$ cat src/ifep_pkg.sv
package ifep_pkg;
    // Special-function register addresses
    localparam logic [7:0] ADDR_EXT_FLAG = 8'h91;
    localparam logic [7:0] ADDR_BASE_ENABLE = 8'hA8;
    localparam logic [7:0] ADDR_BASE_LEVEL = 8'hB8;
    localparam logic [7:0] ADDR_WAKE_CTRL = 8'hD8;
    localparam logic [7:0] ADDR_EXT_ENABLE = 8'hE8;
    localparam logic [7:0] ADDR_EXT_LEVEL = 8'hF8;
    // Field positions
    localparam int GLOBAL_MASK_POS = 7;
    localparam int WAKE_FLAG_POS = 3;
    // Writable masks and fixed read values
    localparam logic [7:0] BASE_ENABLE_WMASK = 8'hBF;
    localparam logic [7:0] BASE_LEVEL_WMASK = 8'h3F;
    localparam logic [7:0] BASE_LEVEL_FIXED = 8'h80;
    localparam logic [7:0] EXT_FLAG_WMASK = 8'hF0;
    localparam logic [7:0] EXT_FLAG_FIXED = 8'h08;
    localparam logic [7:0] WAKE_CTRL_WMASK = 8'h88;
    localparam logic [7:0] WAKE_CTRL_FIXED = 8'h40;
    localparam logic [7:0] EXT_WMASK = 8'h1F;
    localparam logic [7:0] EXT_FIXED = 8'hE0;
    // Reset values
    localparam logic [7:0] BASE_ENABLE_RST = 8'h00;
    localparam logic [7:0] BASE_LEVEL_RST = 8'h00;
    localparam logic [7:0] EXT_FLAG_RST = 8'h00;
    localparam logic [7:0] WAKE_CTRL_RST = 8'h00;
    localparam logic [7:0] EXT_ENABLE_RST = 8'h00;
    localparam logic [7:0] EXT_LEVEL_RST = 8'h00;
    // Source count and vectors, natural order index 0..10
    localparam int NUM_SRC = 11;
    localparam logic [7:0] VEC_BASE = 8'h03;
    localparam logic [7:0] VEC_STEP = 8'h08;
    localparam logic [7:0] VEC_EXT_BASE = 8'h43;
    localparam int EXT_FIRST = 6;
endpackage

$ cat src/ifep_ctrl.sv
`timescale 1ns/10ps
// What this block does
// - Base enable bit 7 masks all; when 1 each source uses its enable.
// - Base enable bit 5 gates timer 2 overflow or external flag.
// - Base enable bit 4 gates serial transmit-done or receive-done.
// - Base enable bits 3 and 1 gate timer 1 and timer 0 overflow.
// - Base enable bits 2 and 0 gate external pin 1 and pin 0.
// - Base level bits 5..0 pick high or low level per base source.
// - Reserved bits read back their fixed ones and zeros.
// - Address-match rising edge sets extended flag bit 7.
// - Data-ready rising edge sets extended flag bit 6.
// - Serial-peripheral byte done sets extended flag bit 5.
// - End-of-conversion rising edge sets extended flag bit 4.
// - Hardware never clears extended flags; software does.
// - A wakeup event sets wakeup control bit 3.
// - Software writing a flag to 1 raises the interrupt like hardware.
// - A wakeup flag left set keeps requesting the interrupt.
// - Extended enable bits 4..0 gate wakeup, match, ready, shift, conversion.
// - Extended level bits 4..0 pick level for those same sources.
// - Extended sources vector to 0x43, 4B, 53, 5B, 63.
// - Higher level wins, then natural order from external pin 0 down.
module ifep_ctrl
(
    // Clock and reset
    input wire logic i_clk_sys,
    input wire logic i_rst_n,
    // Register port from the core
    input wire logic [7:0] i_sfr_addr,
    input wire logic [7:0] i_sfr_wdata,
    input wire logic i_sfr_wr,
    output logic [7:0] o_sfr_rdata,
    output logic o_sfr_hit,
    // Base source flags, held by their own units
    input wire logic i_ext_pin0_flag,
    input wire logic i_timer0_overflow,
    input wire logic i_ext_pin1_flag,
    input wire logic i_timer1_overflow,
    input wire logic i_uart_tx_done,
    input wire logic i_uart_rx_done,
    input wire logic i_timer2_overflow,
    input wire logic i_timer2_external_flag,
    // Extended event sources
    input wire logic i_conversion_end,
    input wire logic i_shift_done,
    input wire logic i_radio_payload_ready,
    input wire logic i_radio_addr_match,
    input wire logic i_wake_event,
    // Request to the core
    output logic o_irq_req,
    output logic o_irq_high,
    output logic [3:0] o_irq_src,
    output logic [7:0] o_irq_vector
);
    logic [7:0] base_enable_reg;
    logic [7:0] base_level_reg;
    logic [7:0] extended_flag_reg;
    logic [7:0] wake_control_reg;
    logic [7:0] extended_enable_reg;
    logic [7:0] extended_level_reg;
    logic [7:0] next_extended_flag;
    logic [7:0] next_wake_control;
    logic conv_q;
    logic payload_q;
    logic match_q;

    // Address decode
    wire wr_base_en = i_sfr_wr && (i_sfr_addr == ifep_pkg::ADDR_BASE_ENABLE);
    wire wr_base_lv = i_sfr_wr && (i_sfr_addr == ifep_pkg::ADDR_BASE_LEVEL);
    wire wr_ext_flag = i_sfr_wr && (i_sfr_addr == ifep_pkg::ADDR_EXT_FLAG);
    wire wr_wake = i_sfr_wr && (i_sfr_addr == ifep_pkg::ADDR_WAKE_CTRL);
    wire wr_ext_en = i_sfr_wr && (i_sfr_addr == ifep_pkg::ADDR_EXT_ENABLE);
    wire wr_ext_lv = i_sfr_wr && (i_sfr_addr == ifep_pkg::ADDR_EXT_LEVEL);

    // Edge detection; the shift-done strobe is already a one-cycle event
    wire conv_rise = i_conversion_end && !conv_q;
    wire payload_rise = i_radio_payload_ready && !payload_q;
    wire match_rise = i_radio_addr_match && !match_q;
    wire [7:0] hw_set = {match_rise, payload_rise, i_shift_done, conv_rise, 4'h0};

    // Software write lands first, hardware sets are ORed on top so they win
    wire [7:0] flag_sw = wr_ext_flag ? (i_sfr_wdata & ifep_pkg::EXT_FLAG_WMASK) : extended_flag_reg;
    wire [7:0] wake_sw = wr_wake ? (i_sfr_wdata & ifep_pkg::WAKE_CTRL_WMASK) : wake_control_reg;
    wire [7:0] wake_set = {4'h0, i_wake_event, 3'h0};

    always_comb
    begin
        next_extended_flag = flag_sw | hw_set;
        next_wake_control = wake_sw | wake_set;
    end

    always_ff @(posedge i_clk_sys or negedge i_rst_n)
    begin
        if (!i_rst_n)
        begin
            conv_q <= 1'b0;
            payload_q <= 1'b0;
            match_q <= 1'b0;
            extended_flag_reg <= ifep_pkg::EXT_FLAG_RST;
            wake_control_reg <= ifep_pkg::WAKE_CTRL_RST;
        end
        else
        begin
            conv_q <= i_conversion_end;
            payload_q <= i_radio_payload_ready;
            match_q <= i_radio_addr_match;
            extended_flag_reg <= next_extended_flag;
            wake_control_reg <= next_wake_control;
        end
    end

    always_ff @(posedge i_clk_sys or negedge i_rst_n)
    begin
        if (!i_rst_n)
        begin
            base_enable_reg <= ifep_pkg::BASE_ENABLE_RST;
            base_level_reg <= ifep_pkg::BASE_LEVEL_RST;
            extended_enable_reg <= ifep_pkg::EXT_ENABLE_RST;
            extended_level_reg <= ifep_pkg::EXT_LEVEL_RST;
        end
        else
        begin
            if (wr_base_en)
                base_enable_reg <= i_sfr_wdata & ifep_pkg::BASE_ENABLE_WMASK;
            if (wr_base_lv)
                base_level_reg <= i_sfr_wdata & ifep_pkg::BASE_LEVEL_WMASK;
            if (wr_ext_en)
                extended_enable_reg <= i_sfr_wdata & ifep_pkg::EXT_WMASK;
            if (wr_ext_lv)
                extended_level_reg <= i_sfr_wdata & ifep_pkg::EXT_WMASK;
        end
    end

    // Read mux with fixed reserved bits
    wire [7:0] rd_base_lv = base_level_reg | ifep_pkg::BASE_LEVEL_FIXED;
    wire [7:0] rd_ext_flag = extended_flag_reg | ifep_pkg::EXT_FLAG_FIXED;
    wire [7:0] rd_wake = wake_control_reg | ifep_pkg::WAKE_CTRL_FIXED;
    wire [7:0] rd_ext_en = extended_enable_reg | ifep_pkg::EXT_FIXED;
    wire [7:0] rd_ext_lv = extended_level_reg | ifep_pkg::EXT_FIXED;

    always_comb
    begin
        o_sfr_hit = 1'b1;
        case (i_sfr_addr)
            ifep_pkg::ADDR_BASE_ENABLE: o_sfr_rdata = base_enable_reg;
            ifep_pkg::ADDR_BASE_LEVEL: o_sfr_rdata = rd_base_lv;
            ifep_pkg::ADDR_EXT_FLAG: o_sfr_rdata = rd_ext_flag;
            ifep_pkg::ADDR_WAKE_CTRL: o_sfr_rdata = rd_wake;
            ifep_pkg::ADDR_EXT_ENABLE: o_sfr_rdata = rd_ext_en;
            ifep_pkg::ADDR_EXT_LEVEL: o_sfr_rdata = rd_ext_lv;
            default:
            begin
                o_sfr_rdata = 8'h00;
                o_sfr_hit = 1'b0;
            end
        endcase
    end

    // Named fields of the enable and level registers
    wire global_mask_bit = base_enable_reg[ifep_pkg::GLOBAL_MASK_POS];
    wire pin0_irq_enable = base_enable_reg[0];
    wire timer0_irq_enable = base_enable_reg[1];
    wire pin1_irq_enable = base_enable_reg[2];
    wire timer1_irq_enable = base_enable_reg[3];
    wire uart_irq_enable = base_enable_reg[4];
    wire timer2_irq_enable = base_enable_reg[5];
    wire pin0_irq_level = base_level_reg[0];
    wire timer0_irq_level = base_level_reg[1];
    wire pin1_irq_level = base_level_reg[2];
    wire timer1_irq_level = base_level_reg[3];
    wire uart_irq_level = base_level_reg[4];
    wire timer2_irq_level = base_level_reg[5];
    wire conversion_irq_enable = extended_enable_reg[0];
    wire shift_irq_enable = extended_enable_reg[1];
    wire payload_irq_enable = extended_enable_reg[2];
    wire match_irq_enable = extended_enable_reg[3];
    wire wake_irq_enable = extended_enable_reg[4];
    wire conversion_irq_level = extended_level_reg[0];
    wire shift_irq_level = extended_level_reg[1];
    wire payload_irq_level = extended_level_reg[2];
    wire match_irq_level = extended_level_reg[3];
    wire wake_irq_level = extended_level_reg[4];
    // Flag fields; base flags stay in their own units and are not latched here
    wire conversion_done_flag = extended_flag_reg[4];
    wire shift_done_flag = extended_flag_reg[5];
    wire payload_ready_flag = extended_flag_reg[6];
    wire addr_match_flag = extended_flag_reg[7];
    wire wake_flag = wake_control_reg[ifep_pkg::WAKE_FLAG_POS];

    // Pending vector in natural order, index 0 = external pin 0
    wire global_on = global_mask_bit;
    wire [10:0] src_flag = {
        wake_flag,
        addr_match_flag,
        payload_ready_flag,
        shift_done_flag,
        conversion_done_flag,
        i_timer2_overflow | i_timer2_external_flag,
        i_uart_tx_done | i_uart_rx_done,
        i_timer1_overflow,
        i_ext_pin1_flag,
        i_timer0_overflow,
        i_ext_pin0_flag};
    // Base enable order is pin0,t0,pin1,t1,uart,t2 = bits 0..5, extended bits 0..4 follow
    wire [10:0] src_enable = {
        wake_irq_enable,
        match_irq_enable,
        payload_irq_enable,
        shift_irq_enable,
        conversion_irq_enable,
        timer2_irq_enable,
        uart_irq_enable,
        timer1_irq_enable,
        pin1_irq_enable,
        timer0_irq_enable,
        pin0_irq_enable};
    wire [10:0] src_level = {
        wake_irq_level,
        match_irq_level,
        payload_irq_level,
        shift_irq_level,
        conversion_irq_level,
        timer2_irq_level,
        uart_irq_level,
        timer1_irq_level,
        pin1_irq_level,
        timer0_irq_level,
        pin0_irq_level};
    wire [10:0] pending = src_flag & src_enable & {11{global_on}};
    wire [10:0] pend_high = pending & src_level;
    wire any_high = |pend_high;
    wire [10:0] contest = any_high ? pend_high : pending;

    logic [3:0] win_idx;
    always_comb
    begin
        win_idx = 4'h0;
        for (int i = ifep_pkg::NUM_SRC - 1; i >= 0; i--)
        begin
            if (contest[i])
                win_idx = 4'(i);
        end
    end

    // Vector: base at 0x03 step 8; extended sit after a gap at 0x43
    wire is_ext = (win_idx >= 4'(ifep_pkg::EXT_FIRST));
    wire [7:0] ext_vec = ifep_pkg::VEC_EXT_BASE + 8'({win_idx - 4'(ifep_pkg::EXT_FIRST), 3'h0});
    wire [7:0] base_vec = ifep_pkg::VEC_BASE + 8'({win_idx, 3'h0});

    always_comb
    begin
        o_irq_req = |pending;
        o_irq_high = any_high;
        o_irq_src = win_idx;
        o_irq_vector = is_ext ? ext_vec : base_vec;
    end
endmodule

$ cat config.mk
export PLATFORM = sky130hd
export DESIGN_NAME = ifep_ctrl
export DESIGN_NICKNAME = d
export VERILOG_FILES = /design/src/ifep_pkg.sv /design/src/ifep_ctrl.sv
export SDC_FILE = /design/constraint.sdc
export NUM_CORES = 1
export LEC_CHECK = 0
export BUFFER_PORTS_ARGS = -buffer_cell sky130_fd_sc_hd__buf_2
export CORE_MARGIN = 4
export CORE_UTILIZATION = 55
export CTS_BUF_LIST = sky130_fd_sc_hd__clkbuf_8
export DETAILED_ROUTE_END_ITERATION = 12
export GPL_TIMING_DRIVEN = 0
export PLACE_DENSITY_LB_ADDON = 0.1
export SKIP_CTS_REPAIR_TIMING = 1
export SLEW_MARGIN = 20
export SYNTH_ARGS = -nofsm -noshare
export SYNTH_HDL_FRONTEND = slang
export SYNTH_SLANG_ARGS = --single-unit
$ cat constraint.sdc
create_clock -name i_clk_sys -period 4.8 [get_ports i_clk_sys]
set_input_delay 0 -clock i_clk_sys [delete_from_list [all_inputs] [get_ports i_clk_sys]]
set_output_delay 0 -clock i_clk_sys [all_outputs]
set_load 0.005 [all_outputs]
==> results of run 1 <==
[metrics by stage]
step                      instance area (um^2)  cells  hold WS [ns]  worst slack, ns
final                                     2580    317       0.00491             2.22
after global routing                      2580    317        0.0227             2.05
after CTS                                 2480    307        -0.206             2.23
after detailed placement                  2400    300        0.0953             2.57
after global placement                    2400    300        0.0939             2.58
after floorplan                           2090    203        -0.296             2.82
[power groups by stage]
stage	logic (mW)	clock network [mW]	registers, mW
finish	0.0685	0.189	0.294
global route	0.0769	0.208	0.295
CTS	0.0624	0.194	0.294
detailed placement	0.0621	0	0.298
global placement	0.0610	0	0.298
floorplan	0.0320	0	0.295
[synth_stat cells (all sizes together), types with 3 or more instances]
library cell	count
o211ai	4
nand2	16
mux2	23
nor2	7
a31oi	5
mux2i	13
nand3	12
dfrtp	32
buf	8
nor2b	3
and3	10
clkbuf	3
inv	7
nand4	8
o22ai	5
o21ai	10
[worst max-delay path, delay by kind of cell (launching register included)]
kind	cells	cell delay, ns
buf+inv	3	0.40
simple gates	2	0.51
compound gates	4	0.98
flops	1	0.42
[kinds of logic (layout without fill, tap and decap cells)]
kind of cell | count (synthesis) | after routing
DFF | 32 | 32
muxes | 36 | 36
other | 2 | 4
AOI/OAI and AO/OA | 44 | 44
and+or+nand+nor | 69 | 69
buffers and inverters | 18 | 84
[metal layers]
metal,up-vias,global-route usage [%],share of wire (%)
met5,-,0,0
met4,0,8.46,1.5
met3,8,6.52,6.4
met2,70,36.7,48
met1,874,30.6,44
li1,900,-,-
[worst paths after layout]
path / startpoint / end / depth (start not counted)
setup / recovery: extended_flag_reg[5] / o_irq_vector[3] / 9
hold / removal: i_sfr_wdata[2] / base_level_reg[2] / 3
setup reg to reg: base_enable_reg[7] / base_enable_reg[7] / 3
hold reg to reg: payload_q / extended_flag_reg[6] / 1
max in group asynchronous: i_rst_n / extended_level_reg[0] / 2
min in group asynchronous: i_rst_n / base_level_reg[5] / 2
[cell type report]
cell class              count  share of cell area (%)
multi-input cells         153                    46.3
flip-flops and latches     32                    31.1
repair buffers             59                    13.4
plain buffers              11                    2.91
clock buffers               5                    2.67
well taps                  48                    2.33
inverters                   7                    1.02
clock inverters             2                   0.340
==> impl_table.tex, run 1 <==
\begin{tabular}{lr}
\hline
Metric & Value \\
\hline
\multicolumn{2}{l}{\textbf{Timing}} \\
\quad Final critical-path required period & 2.58 ns \\
\quad Actual transition at the worst max-transition pin & 0.721 ns \\
\quad Number of hold violations in the final report & 0 \\
\quad Worst-case clock skew & 0.000210 ns \\
\quad Post-Route Setup TNS & 0 ns \\
\quad Unrepaired setup endpoints after global routing & false \\
\quad F\_max & 387 MHz \\
\quad Final max-slew violation count & 0 \\
\quad Setup-failing EPs final & 0 \\
\quad Final Cycle Share & 53.8\% \\
\quad Tightest slew margin relative to the limit & 51.7\% \\
\multicolumn{2}{l}{\textbf{Power and ir drop}} \\
\quad Share of total power in the clock network & 34.2\% \\
\quad Sequential share of power & 53.3\% \\
\quad Cell area power density & 214 nW/um\^{}2 \\
\quad Leakage power total & 1.31 nW \\
\quad Internal power summed over all cells & 413 uW \\
\quad Net switching power & 138 uW \\
\quad Combinational cell fraction of total power & 12.4\% \\
\quad Tot Pwr & 551 uW \\
\quad Worst VDD drop & 0.198 mV \\
\quad Net switching share of the total power & 25.1\% \\
\multicolumn{2}{l}{\textbf{Final layout}} \\
\quad Largest register FFs & 7 \\
\quad Layout cell share with drive strength beyond 1 & 37.5\% \\
\quad Filler cell count in the final layout & 297 \\
\quad Highest-count cells in the layout ignoring fill and taps & buf\_2, dfrtp\_1, mux2\_2 \\
\quad Most frequent standard cell in the layout excluding fill and tap cells & buf\_2 \\
\quad Multi-input gate area in the final layout & 1190 um\^{}2 \\
\quad Syn-to-layout area delta & 23.5\% \\
\quad FF+latch area & 801 um\^{}2 \\
\quad Antenna diode count & 0 \\
\quad Utilization after layout & 70.4\% \\
\quad Net count, final & 301 \\
\multicolumn{2}{l}{\textbf{Critical path}} \\
\quad Worst EP arrival & 2.58 ns \\
\quad Register-to-register setup slack & 3.55 ns \\
\quad Critical path type & flop to output port \\
\quad Most common cell on crit path & and3\_1 \\
\quad Crit. End Element & output port \\
\quad Cell at the slowest stage of the critical path & dfrtp\_1 \\
\quad Endpoint required time on the critical path & 4.80 ns \\
\quad Worst-path fanout max & 10 \\
\quad CP startpoint kind & flop \\
\quad Ordered list of cells on the worst path & and3\_1 > a211oi\_4 > and3\_1 > buf\_6 > o21bai\_2 > o211a\_1 > a221oi\_2 > buf\_4 > buf\_2 \\
\quad Peak per-stage delay on the critical path & 0.42 ns \\
\multicolumn{2}{l}{\textbf{Synthesis}} \\
\quad Sequential-to-total area share from yosys stat & 38.4\% \\
\quad Area fraction in and, or, nand and nor cells after synthesis & 19.5\% \\
\quad Async set or reset register ratio after synthesis & 100\% \\
\quad Count of cell types in the netlist & 49 \\
\quad Post-synthesis share of cell area spent on xor and xnor gates & 0\% \\
\quad Mux cell area share after synthesis & 18.6\% \\
\quad Synth warnings & 0 \\
\quad Synth top area cells & dfrtp\_1, mux2\_2, mux2i\_1 \\
\quad Mean instance size in the synthesized netlist & 10.4 um\^{}2 \\
\quad Post-synthesis instance total & 201 \\
\quad Combined area of all synthesized cells & 2090 um\^{}2 \\
\quad Most common flop cell mapped by yosys & dfrtp\_1 \\
\quad Flip-flop and latch count after synthesis & 32 \\
\quad Share of the synthesized area in the top cell type & 38.4\% \\
\quad Compound-cell area share of the yosys netlist & 18.3\% \\
\quad Adder-cell share of the synthesized area & 0\% \\
\quad Number of enable flip-flop cells after synthesis & 0 \\
\quad Main combinational cell family by area after synthesis & simple AND/OR/NAND/NOR gates \\
\quad Cell type contributing the most total cell area after synthesis & dfrtp\_1 \\
\multicolumn{2}{l}{\textbf{GRT}} \\
\quad Global route total overflow & 0 \\
\quad Pin count of the biggest net entering global routing & 33 \\
\quad Total Routing Usage GR & 23.3\% \\
\quad Via count of the first global-routing pass & 1861 \\
\quad First-pass GRT wire length & 8.97 mm \\
\quad Initial antenna violation count & 0 \\
\multicolumn{2}{l}{\textbf{CTS}} \\
\quad Master cell of the clock root buffer & clkbuf\_8 \\
\quad CTS clk-pin slew, worst paths & 0.06 ns \\
\quad Latest clock arrival within the worst-skew pair & 0.28 ns \\
\quad Number of buffers added by the clock tree synthesis step & 5 \\
\quad CTS tree & done \\
\quad H-tree depth & 2 \\
\quad Max Root-Sink Buffers & 2 \\
\quad Count of clock tree sinks & 32 \\
\multicolumn{2}{l}{\textbf{Drt}} \\
\quad Number of vias per cell & 5.84 \\
\quad WL per Instance & 17.0 um \\
\quad Routed Wire Length & 5.40 mm \\
\quad Antenna viol nets, final & 0 \\
\quad First-pass iteration count of the detailed router & 4 \\
\quad Initial detailed-routing violation count & 107 \\
\quad DRC viols & 0 \\
\quad Overall via count from detail\_route & 1852 \\
\multicolumn{2}{l}{\textbf{Floorplanning}} \\
\quad Die area & 4840 um\^{}2 \\
\quad Core Rows & 22 \\
\quad Initial Util & 57.0\% \\
\quad Core box area & 3660 um\^{}2 \\
\quad Die Width & 69.6 um \\
\quad Top Ports & 55 \\
\quad Die height & 69.6 um \\
\multicolumn{2}{l}{\textbf{Job}} \\
\quad Max\_cap viols & 0 \\
\multicolumn{2}{l}{\textbf{Placed design}} \\
\quad Number of input and output port buffers inserted & 49 \\
\quad Detailed placement HPWL & 4.09 mm \\
\quad Final weighted congestion in routability-driven placement & 0.860 \\
\multicolumn{2}{l}{\textbf{Worst hold path}} \\
\quad Worst min-delay path class & input pin to flop \\
\multicolumn{2}{l}{\textbf{Outcome}} \\
\quad Outcome & completed \\
\hline
\end{tabular}
(Power assumes the default switching activity.)
==> run 2: changes to the inputs <==
==> constraint.sdc (replaced) <==
create_clock -name i_clk_sys -period 2.5 [get_ports i_clk_sys]
set_input_delay 0 -clock i_clk_sys [delete_from_list [all_inputs] [get_ports i_clk_sys]]
set_output_delay 0 -clock i_clk_sys [all_outputs]
set_load 0.005 [all_outputs]
==> impl_table.tex, run 2 (synthesized netlist as in run 1, its figures left out) <==
\begin{tabular}{lr}
\hline
Metric & Value \\
\hline
\multicolumn{2}{l}{\textbf{CTS}} \\
\quad Max Root-Sink Buffers & 2 \\
\quad Count of clock tree sinks & 32 \\
\quad CTS tree & done \\
\quad Latest clock arrival within the worst-skew pair & 0.28 ns \\
\quad H-tree depth & 2 \\
\quad Master cell of the clock root buffer & clkbuf\_8 \\
\quad Number of buffers added by the clock tree synthesis step & 5 \\
\quad CTS clk-pin slew, worst paths & 0.06 ns \\
\multicolumn{2}{l}{\textbf{Final layout}} \\
\quad Utilization after layout & 71.7\% \\
\quad Layout cell share with drive strength beyond 1 & 39.7\% \\
\quad Most frequent standard cell in the layout excluding fill and tap cells & buf\_2 \\
\quad Net count, final & 304 \\
\quad Highest-count cells in the layout ignoring fill and taps & buf\_2, dfrtp\_1, mux2\_2 \\
\quad Cell area after layout & 2620 um\^{}2 \\
\quad Antenna diode count & 0 \\
\quad Syn-to-layout area delta & 25.7\% \\
\quad Filler cell count in the final layout & 290 \\
\quad Largest register FFs & 7 \\
\quad Multi-input gate area in the final layout & 1220 um\^{}2 \\
\quad FF+latch area & 802 um\^{}2 \\
\multicolumn{2}{l}{\textbf{Outcome}} \\
\quad Outcome & completed \\
\multicolumn{2}{l}{\textbf{Critical path}} \\
\quad Register-to-register setup slack & 1.22 ns \\
\quad Endpoint required time on the critical path & 2.50 ns \\
\quad CP startpoint kind & flop \\
\quad Last element of the critical path & o\_irq\_src[1] \\
\quad R2r worst-path depth & 3 \\
\quad Reg2reg end & base\_enable\_reg[7] \\
\quad Crit. End Element & output port \\
\quad Launch point of the worst path & extended\_flag\_reg[5] \\
\quad Worst-path fanout max & 4 \\
\quad Critical register-to-register path startpoint & base\_enable\_reg[7] \\
\quad Critical path type & flop to output port \\
\quad Worst EP arrival & 2.40 ns \\
\multicolumn{2}{l}{\textbf{Power and ir drop}} \\
\quad Cell area power density & 404 nW/um\^{}2 \\
\quad Share of total power in the clock network & 34.1\% \\
\quad Sequential share of power & 53.3\% \\
\quad Net switching share of the total power & 25.2\% \\
\quad Leakage power total & 1.33 nW \\
\quad Internal power summed over all cells & 793 uW \\
\quad Combinational cell fraction of total power & 12.6\% \\
\quad Net switching power & 267 uW \\
\quad Worst VDD drop & 0.380 mV \\
\multicolumn{2}{l}{\textbf{GRT}} \\
\quad Via count of the first global-routing pass & 1861 \\
\quad Pin count of the biggest net entering global routing & 33 \\
\quad Initial antenna violation count & 0 \\
\quad Total Routing Usage GR & 23.3\% \\
\quad Global route total overflow & 0 \\
\quad First-pass GRT wire length & 8.97 mm \\
\multicolumn{2}{l}{\textbf{Floorplanning}} \\
\quad Die height & 69.6 um \\
\quad Core Rows & 22 \\
\quad Top Ports & 55 \\
\quad Die area & 4840 um\^{}2 \\
\quad Initial Util & 57.0\% \\
\quad Die Width & 69.6 um \\
\quad Core box area & 3660 um\^{}2 \\
\multicolumn{2}{l}{\textbf{Job}} \\
\quad Max\_cap viols & 0 \\
\multicolumn{2}{l}{\textbf{Timing}} \\
\quad Setup-failing EPs final & 0 \\
\quad Post-Route Setup TNS & 0 ns \\
\quad Final critical-path required period & 2.40 ns \\
\quad Unrepaired setup endpoints after global routing & true \\
\quad Actual transition at the worst max-transition pin & 0.741 ns \\
\quad Worst-case clock skew & 0.000210 ns \\
\quad Tightest slew margin relative to the limit & 50.4\% \\
\quad Final Cycle Share & 95.9\% \\
\quad Final Hold Slack & 0.0114 ns \\
\quad Final max-slew violation count & 0 \\
\quad F\_max & 417 MHz \\
\quad Number of hold violations in the final report & 0 \\
\multicolumn{2}{l}{\textbf{Drt}} \\
\quad First-pass iteration count of the detailed router & 4 \\
\quad DRC viols & 0 \\
\quad Number of vias per cell & 5.95 \\
\quad Initial detailed-routing violation count & 120 \\
\quad WL per Instance & 17.3 um \\
\quad Antenna viol nets, final & 0 \\
\quad Top routing layer in use & met4 \\
\quad Met1 layer wirelength in the final routing & 2.45 mm \\
\quad Overall via count from detail\_route & 1904 \\
\quad Routed Wire Length & 5.52 mm \\
\quad Met2 wire len & 2.60 mm \\
\quad Met3 WL & 388 um \\
\multicolumn{2}{l}{\textbf{Placed design}} \\
\quad Number of input and output port buffers inserted & 49 \\
\quad Detailed placement HPWL & 4.09 mm \\
\quad Final weighted congestion in routability-driven placement & 0.860 \\
\quad Placed inst area & 2400 um\^{}2 \\
\multicolumn{2}{l}{\textbf{Worst hold path}} \\
\quad Worst min-delay path class & input pin to flop \\
\hline
\end{tabular}
-- run 2: changes by cell type in the layout (fill, tap and decap cells not counted), sizes merged --
cell / previous run / this run
buf: 57 / 60
-- run 2: metal layers --
metal  vias up  track usage [%]
met1       899             30.6
met2        89             36.7
li1        908                -
met5         -                0
met3         8             6.52
met4         0             8.46
-- run 2: final cells by class --
type                    count  share of cell area, %
clock buffers               5                   2.62
well taps                  48                   2.29
flip-flops and latches     32                   30.6
plain buffers              10                   2.43
clock inverters             2                  0.334
multi-input cells         153                   46.5
repair buffers             63                   14.2
inverters                   7                   1.00
-- run 2: power groups by stage --
stage / Combinational [mW] / Clock [mW] / Sequential, mW
after floorplan: 0.0615 / 0 / 0.566
after global placement: 0.117 / 0 / 0.572
after detailed placement: 0.119 / 0 / 0.573
after CTS: 0.120 / 0.373 / 0.564
after global routing: 0.148 / 0.400 / 0.568
final: 0.133 / 0.362 / 0.565
-- run 2: how the worst min path moves through the flow --
stage | start | end | slack (ns) | cells after the start
3_3_place_gp | i_rst_n | base_level_reg[5] | 0.09 | 1
5_1_grt | i_sfr_wdata[3] | extended_level_reg[3] | 0.02 | 2
3_5_place_dp | i_rst_n | base_level_reg[5] | 0.1 | 1
6_report | i_sfr_wdata[0] | extended_level_reg[0] | 0.01 | 2
4_1_cts | i_rst_n | base_level_reg[5] | -0.21 | 1
2_1_floorplan | i_rst_n | base_enable_reg[0] | -0.30 | 0
-- run 2: through the flow --
step | setup WS, ns | instances | total power [mW]
after floorplan | 0.520 | 203 | 0.627
after global placement | 0.282 | 300 | 0.689
after detailed placement | 0.274 | 300 | 0.692
after CTS | -0.0727 | 307 | 1.06
after global routing | -0.0573 | 320 | 1.12
final | 0.104 | 320 | 1.06
-- run 2: critical path, stage by stage, from the launching register on --
cell	delay, ns
dfrtp_1	0.42
and3_2	0.28
a211oi_4	0.25
buf_4	0.17
buf_4	0.10
a31oi_1	0.11
a2bb2oi_2	0.21
and3_1	0.18
a221oi_1	0.24
buf_2	0.15
==> run 3: changes to the inputs <==
--- a/config.mk
+++ b/config.mk
@@ -6,11 +6,9 @@
 export NUM_CORES = 1
 export LEC_CHECK = 0
 export BUFFER_PORTS_ARGS = -buffer_cell sky130_fd_sc_hd__buf_2
-export CORE_MARGIN = 4
-export CORE_UTILIZATION = 55
+export CORE_UTILIZATION = 45
 export CTS_BUF_LIST = sky130_fd_sc_hd__clkbuf_8
 export DETAILED_ROUTE_END_ITERATION = 12
-export GPL_TIMING_DRIVEN = 0
 export PLACE_DENSITY_LB_ADDON = 0.1
 export SKIP_CTS_REPAIR_TIMING = 1
 export SLEW_MARGIN = 20
==> impl_table.tex, run 3 (synthesized netlist as in run 1, its figures left out) <==
\begin{tabular}{lr}
\hline
Metric & Value \\
\hline
\multicolumn{2}{l}{\textbf{Placed design}} \\
\quad Worst setup slack before clock tree synthesis & 0.211 ns \\
\quad Final weighted congestion in routability-driven placement & 0.915 \\
\quad Number of input and output port buffers inserted & 50 \\
\quad Detailed placement HPWL & 4.10 mm \\
\quad Placed inst area & 2380 um\^{}2 \\
\multicolumn{2}{l}{\textbf{Timing}} \\
\quad Tightest slew margin relative to the limit & 51.7\% \\
\quad Number of hold violations in the final report & 3 \\
\quad Unrepaired setup endpoints after global routing & false \\
\quad Final max-slew violation count & 0 \\
\quad Final Cycle Share & 94.9\% \\
\quad Post-Route Setup TNS & 0 ns \\
\quad Final Hold Slack & -0.0148 ns \\
\quad F\_max & 422 MHz \\
\quad Setup-failing EPs final & 0 \\
\quad Post-route worst setup slack & 0.128 ns \\
\quad Actual transition at the worst max-transition pin & 0.724 ns \\
\quad Worst-case clock skew & 0.000363 ns \\
\quad Final critical-path required period & 2.37 ns \\
\multicolumn{2}{l}{\textbf{Critical path}} \\
\quad Crit. End Element & output port \\
\quad Critical path type & flop to output port \\
\quad Worst-path fanout max & 11 \\
\quad Cell at the slowest stage of the critical path & dfrtp\_1 \\
\quad Peak per-stage delay on the critical path & 0.38 ns \\
\quad Worst EP arrival & 2.37 ns \\
\quad Ordered list of cells on the worst path & buf\_4 > and3\_2 > a211oi\_4 > and3\_4 > o21bai\_2 > o211a\_1 > a221oi\_2 > buf\_2 \\
\quad R2r worst-path depth & 2 \\
\quad CP startpoint kind & flop \\
\quad Endpoint required time on the critical path & 2.50 ns \\
\multicolumn{2}{l}{\textbf{Drt}} \\
\quad Routed Wire Length & 5.38 mm \\
\quad Number of vias per cell & 5.87 \\
\quad WL per Instance & 17.0 um \\
\quad Initial detailed-routing violation count & 75 \\
\quad DRC viols & 0 \\
\quad Antenna viol nets, final & 0 \\
\quad Overall via count from detail\_route & 1860 \\
\quad First-pass iteration count of the detailed router & 4 \\
\multicolumn{2}{l}{\textbf{Power and ir drop}} \\
\quad Cell area power density & 426 nW/um\^{}2 \\
\quad Worst VDD drop & 0.348 mV \\
\quad Tot Pwr & 1.10 mW \\
\quad Leakage power total & 1.30 nW \\
\multicolumn{2}{l}{\textbf{CTS}} \\
\quad CTS tree & done \\
\quad Master cell of the clock root buffer & clkbuf\_8 \\
\quad Count of clock tree sinks & 32 \\
\quad Number of buffers added by the clock tree synthesis step & 5 \\
\quad CTS clk-pin slew, worst paths & 0.07 ns \\
\quad H-tree depth & 2 \\
\quad Max Root-Sink Buffers & 2 \\
\quad Latest clock arrival within the worst-skew pair & 0.28 ns \\
\multicolumn{2}{l}{\textbf{Outcome}} \\
\quad Outcome & finished with violations \\
\quad Violated checks & hold timing \\
\multicolumn{2}{l}{\textbf{GRT}} \\
\quad Routing layer with the top usage in global route & met2 \\
\quad Pin count of the biggest net entering global routing & 33 \\
\quad M2 GR Usage & 34.6\% \\
\quad First-pass GRT wire length & 8.56 mm \\
\quad Initial antenna violation count & 0 \\
\quad Total Routing Usage GR & 22.2\% \\
\quad Met3 track demand over resource & 3.61\% \\
\quad Via count of the first global-routing pass & 1669 \\
\quad Global route total overflow & 0 \\
\quad Met1 Usage GRT & 32.5\% \\
\multicolumn{2}{l}{\textbf{Final layout}} \\
\quad FF+latch area & 801 um\^{}2 \\
\quad Multi-input gate area in the final layout & 1210 um\^{}2 \\
\quad Largest register FFs & 7 \\
\quad Layout cell share with drive strength beyond 1 & 40.4\% \\
\quad Antenna diode count & 0 \\
\quad Filler cell count in the final layout & 402 \\
\quad Highest-count cells in the layout ignoring fill and taps & buf\_2, dfrtp\_1, mux2\_2 \\
\quad Syn-to-layout area delta & 23.9\% \\
\quad Most frequent standard cell in the layout excluding fill and tap cells & buf\_2 \\
\quad Net count, final & 296 \\
\quad Cell area after layout & 2590 um\^{}2 \\
\multicolumn{2}{l}{\textbf{Worst hold path}} \\
\quad Min-Delay Path Depth & 3 \\
\quad Worst min-delay path class & input pin to flop \\
\multicolumn{2}{l}{\textbf{Floorplanning}} \\
\quad Die Width & 70.1 um \\
\quad Die height & 70.1 um \\
\quad Core box area & 4410 um\^{}2 \\
\quad Initial Util & 47.3\% \\
\quad Top Ports & 55 \\
\quad Core Rows & 24 \\
\quad Die area & 4910 um\^{}2 \\
\multicolumn{2}{l}{\textbf{Job}} \\
\quad Max\_cap viols & 0 \\
\hline
\end{tabular}
[run 3: where the power goes]
part | switching (mW) | internal, mW | leakage, nW
Sequential | 0.0247 | 0.540 | 0.401
Combinational | 0.0611 | 0.0622 | 0.860
Clock | 0.192 | 0.223 | 0.0434
[run 3: area by class of cell]
class                           instances  area share [%]
Multi-Input combinational cell        153            46.8
Sequential cell                        32            31.0
Timing Repair Buffer                   65            14.9
Clock buffer                            6            3.19
Tap cell                               52            2.52
Inverter                                7            1.02
Clock inverter                          2           0.581
[run 3: worst paths after layout]
kind | to | from | slack (ns)
setup / recovery | o_irq_vector[3] | base_enable_reg[7] | 0.13
hold / removal | base_level_reg[5] | i_sfr_wdata[5] | -0.01
setup reg to reg | base_enable_reg[7] | base_enable_reg[7] | 1.57
hold reg to reg | extended_flag_reg[4] | conv_q | 0.42
max in group asynchronous | base_enable_reg[5] | i_rst_n | 1.72
min in group asynchronous | base_enable_reg[2] | i_rst_n | 0.31
[run 3: metal layers]
layer / vias to the layer above / share of wire [%]
met5: - / 0
met2: 60 / 48
met3: 6 / 5.2
met4: 0 / 0.58
met1: 903 / 46
li1: 891 / -
[run 3: worst max-delay path: cells and delay by family, from the launching register on]
kind / cells / cell delay, ns
compound gates: 4 / 0.85
buf+inv: 2 / 0.33
flops: 1 / 0.38
simple gates: 2 / 0.53
[run 3: metrics by stage]
stage / cells / util (%)
final: 317 / 58.6
after global routing: 317 / 58.6
after CTS: 308 / 56.1
after detailed placement: 300 / 53.9
after global placement: 300 / 53.9
after floorplan: 203 / -
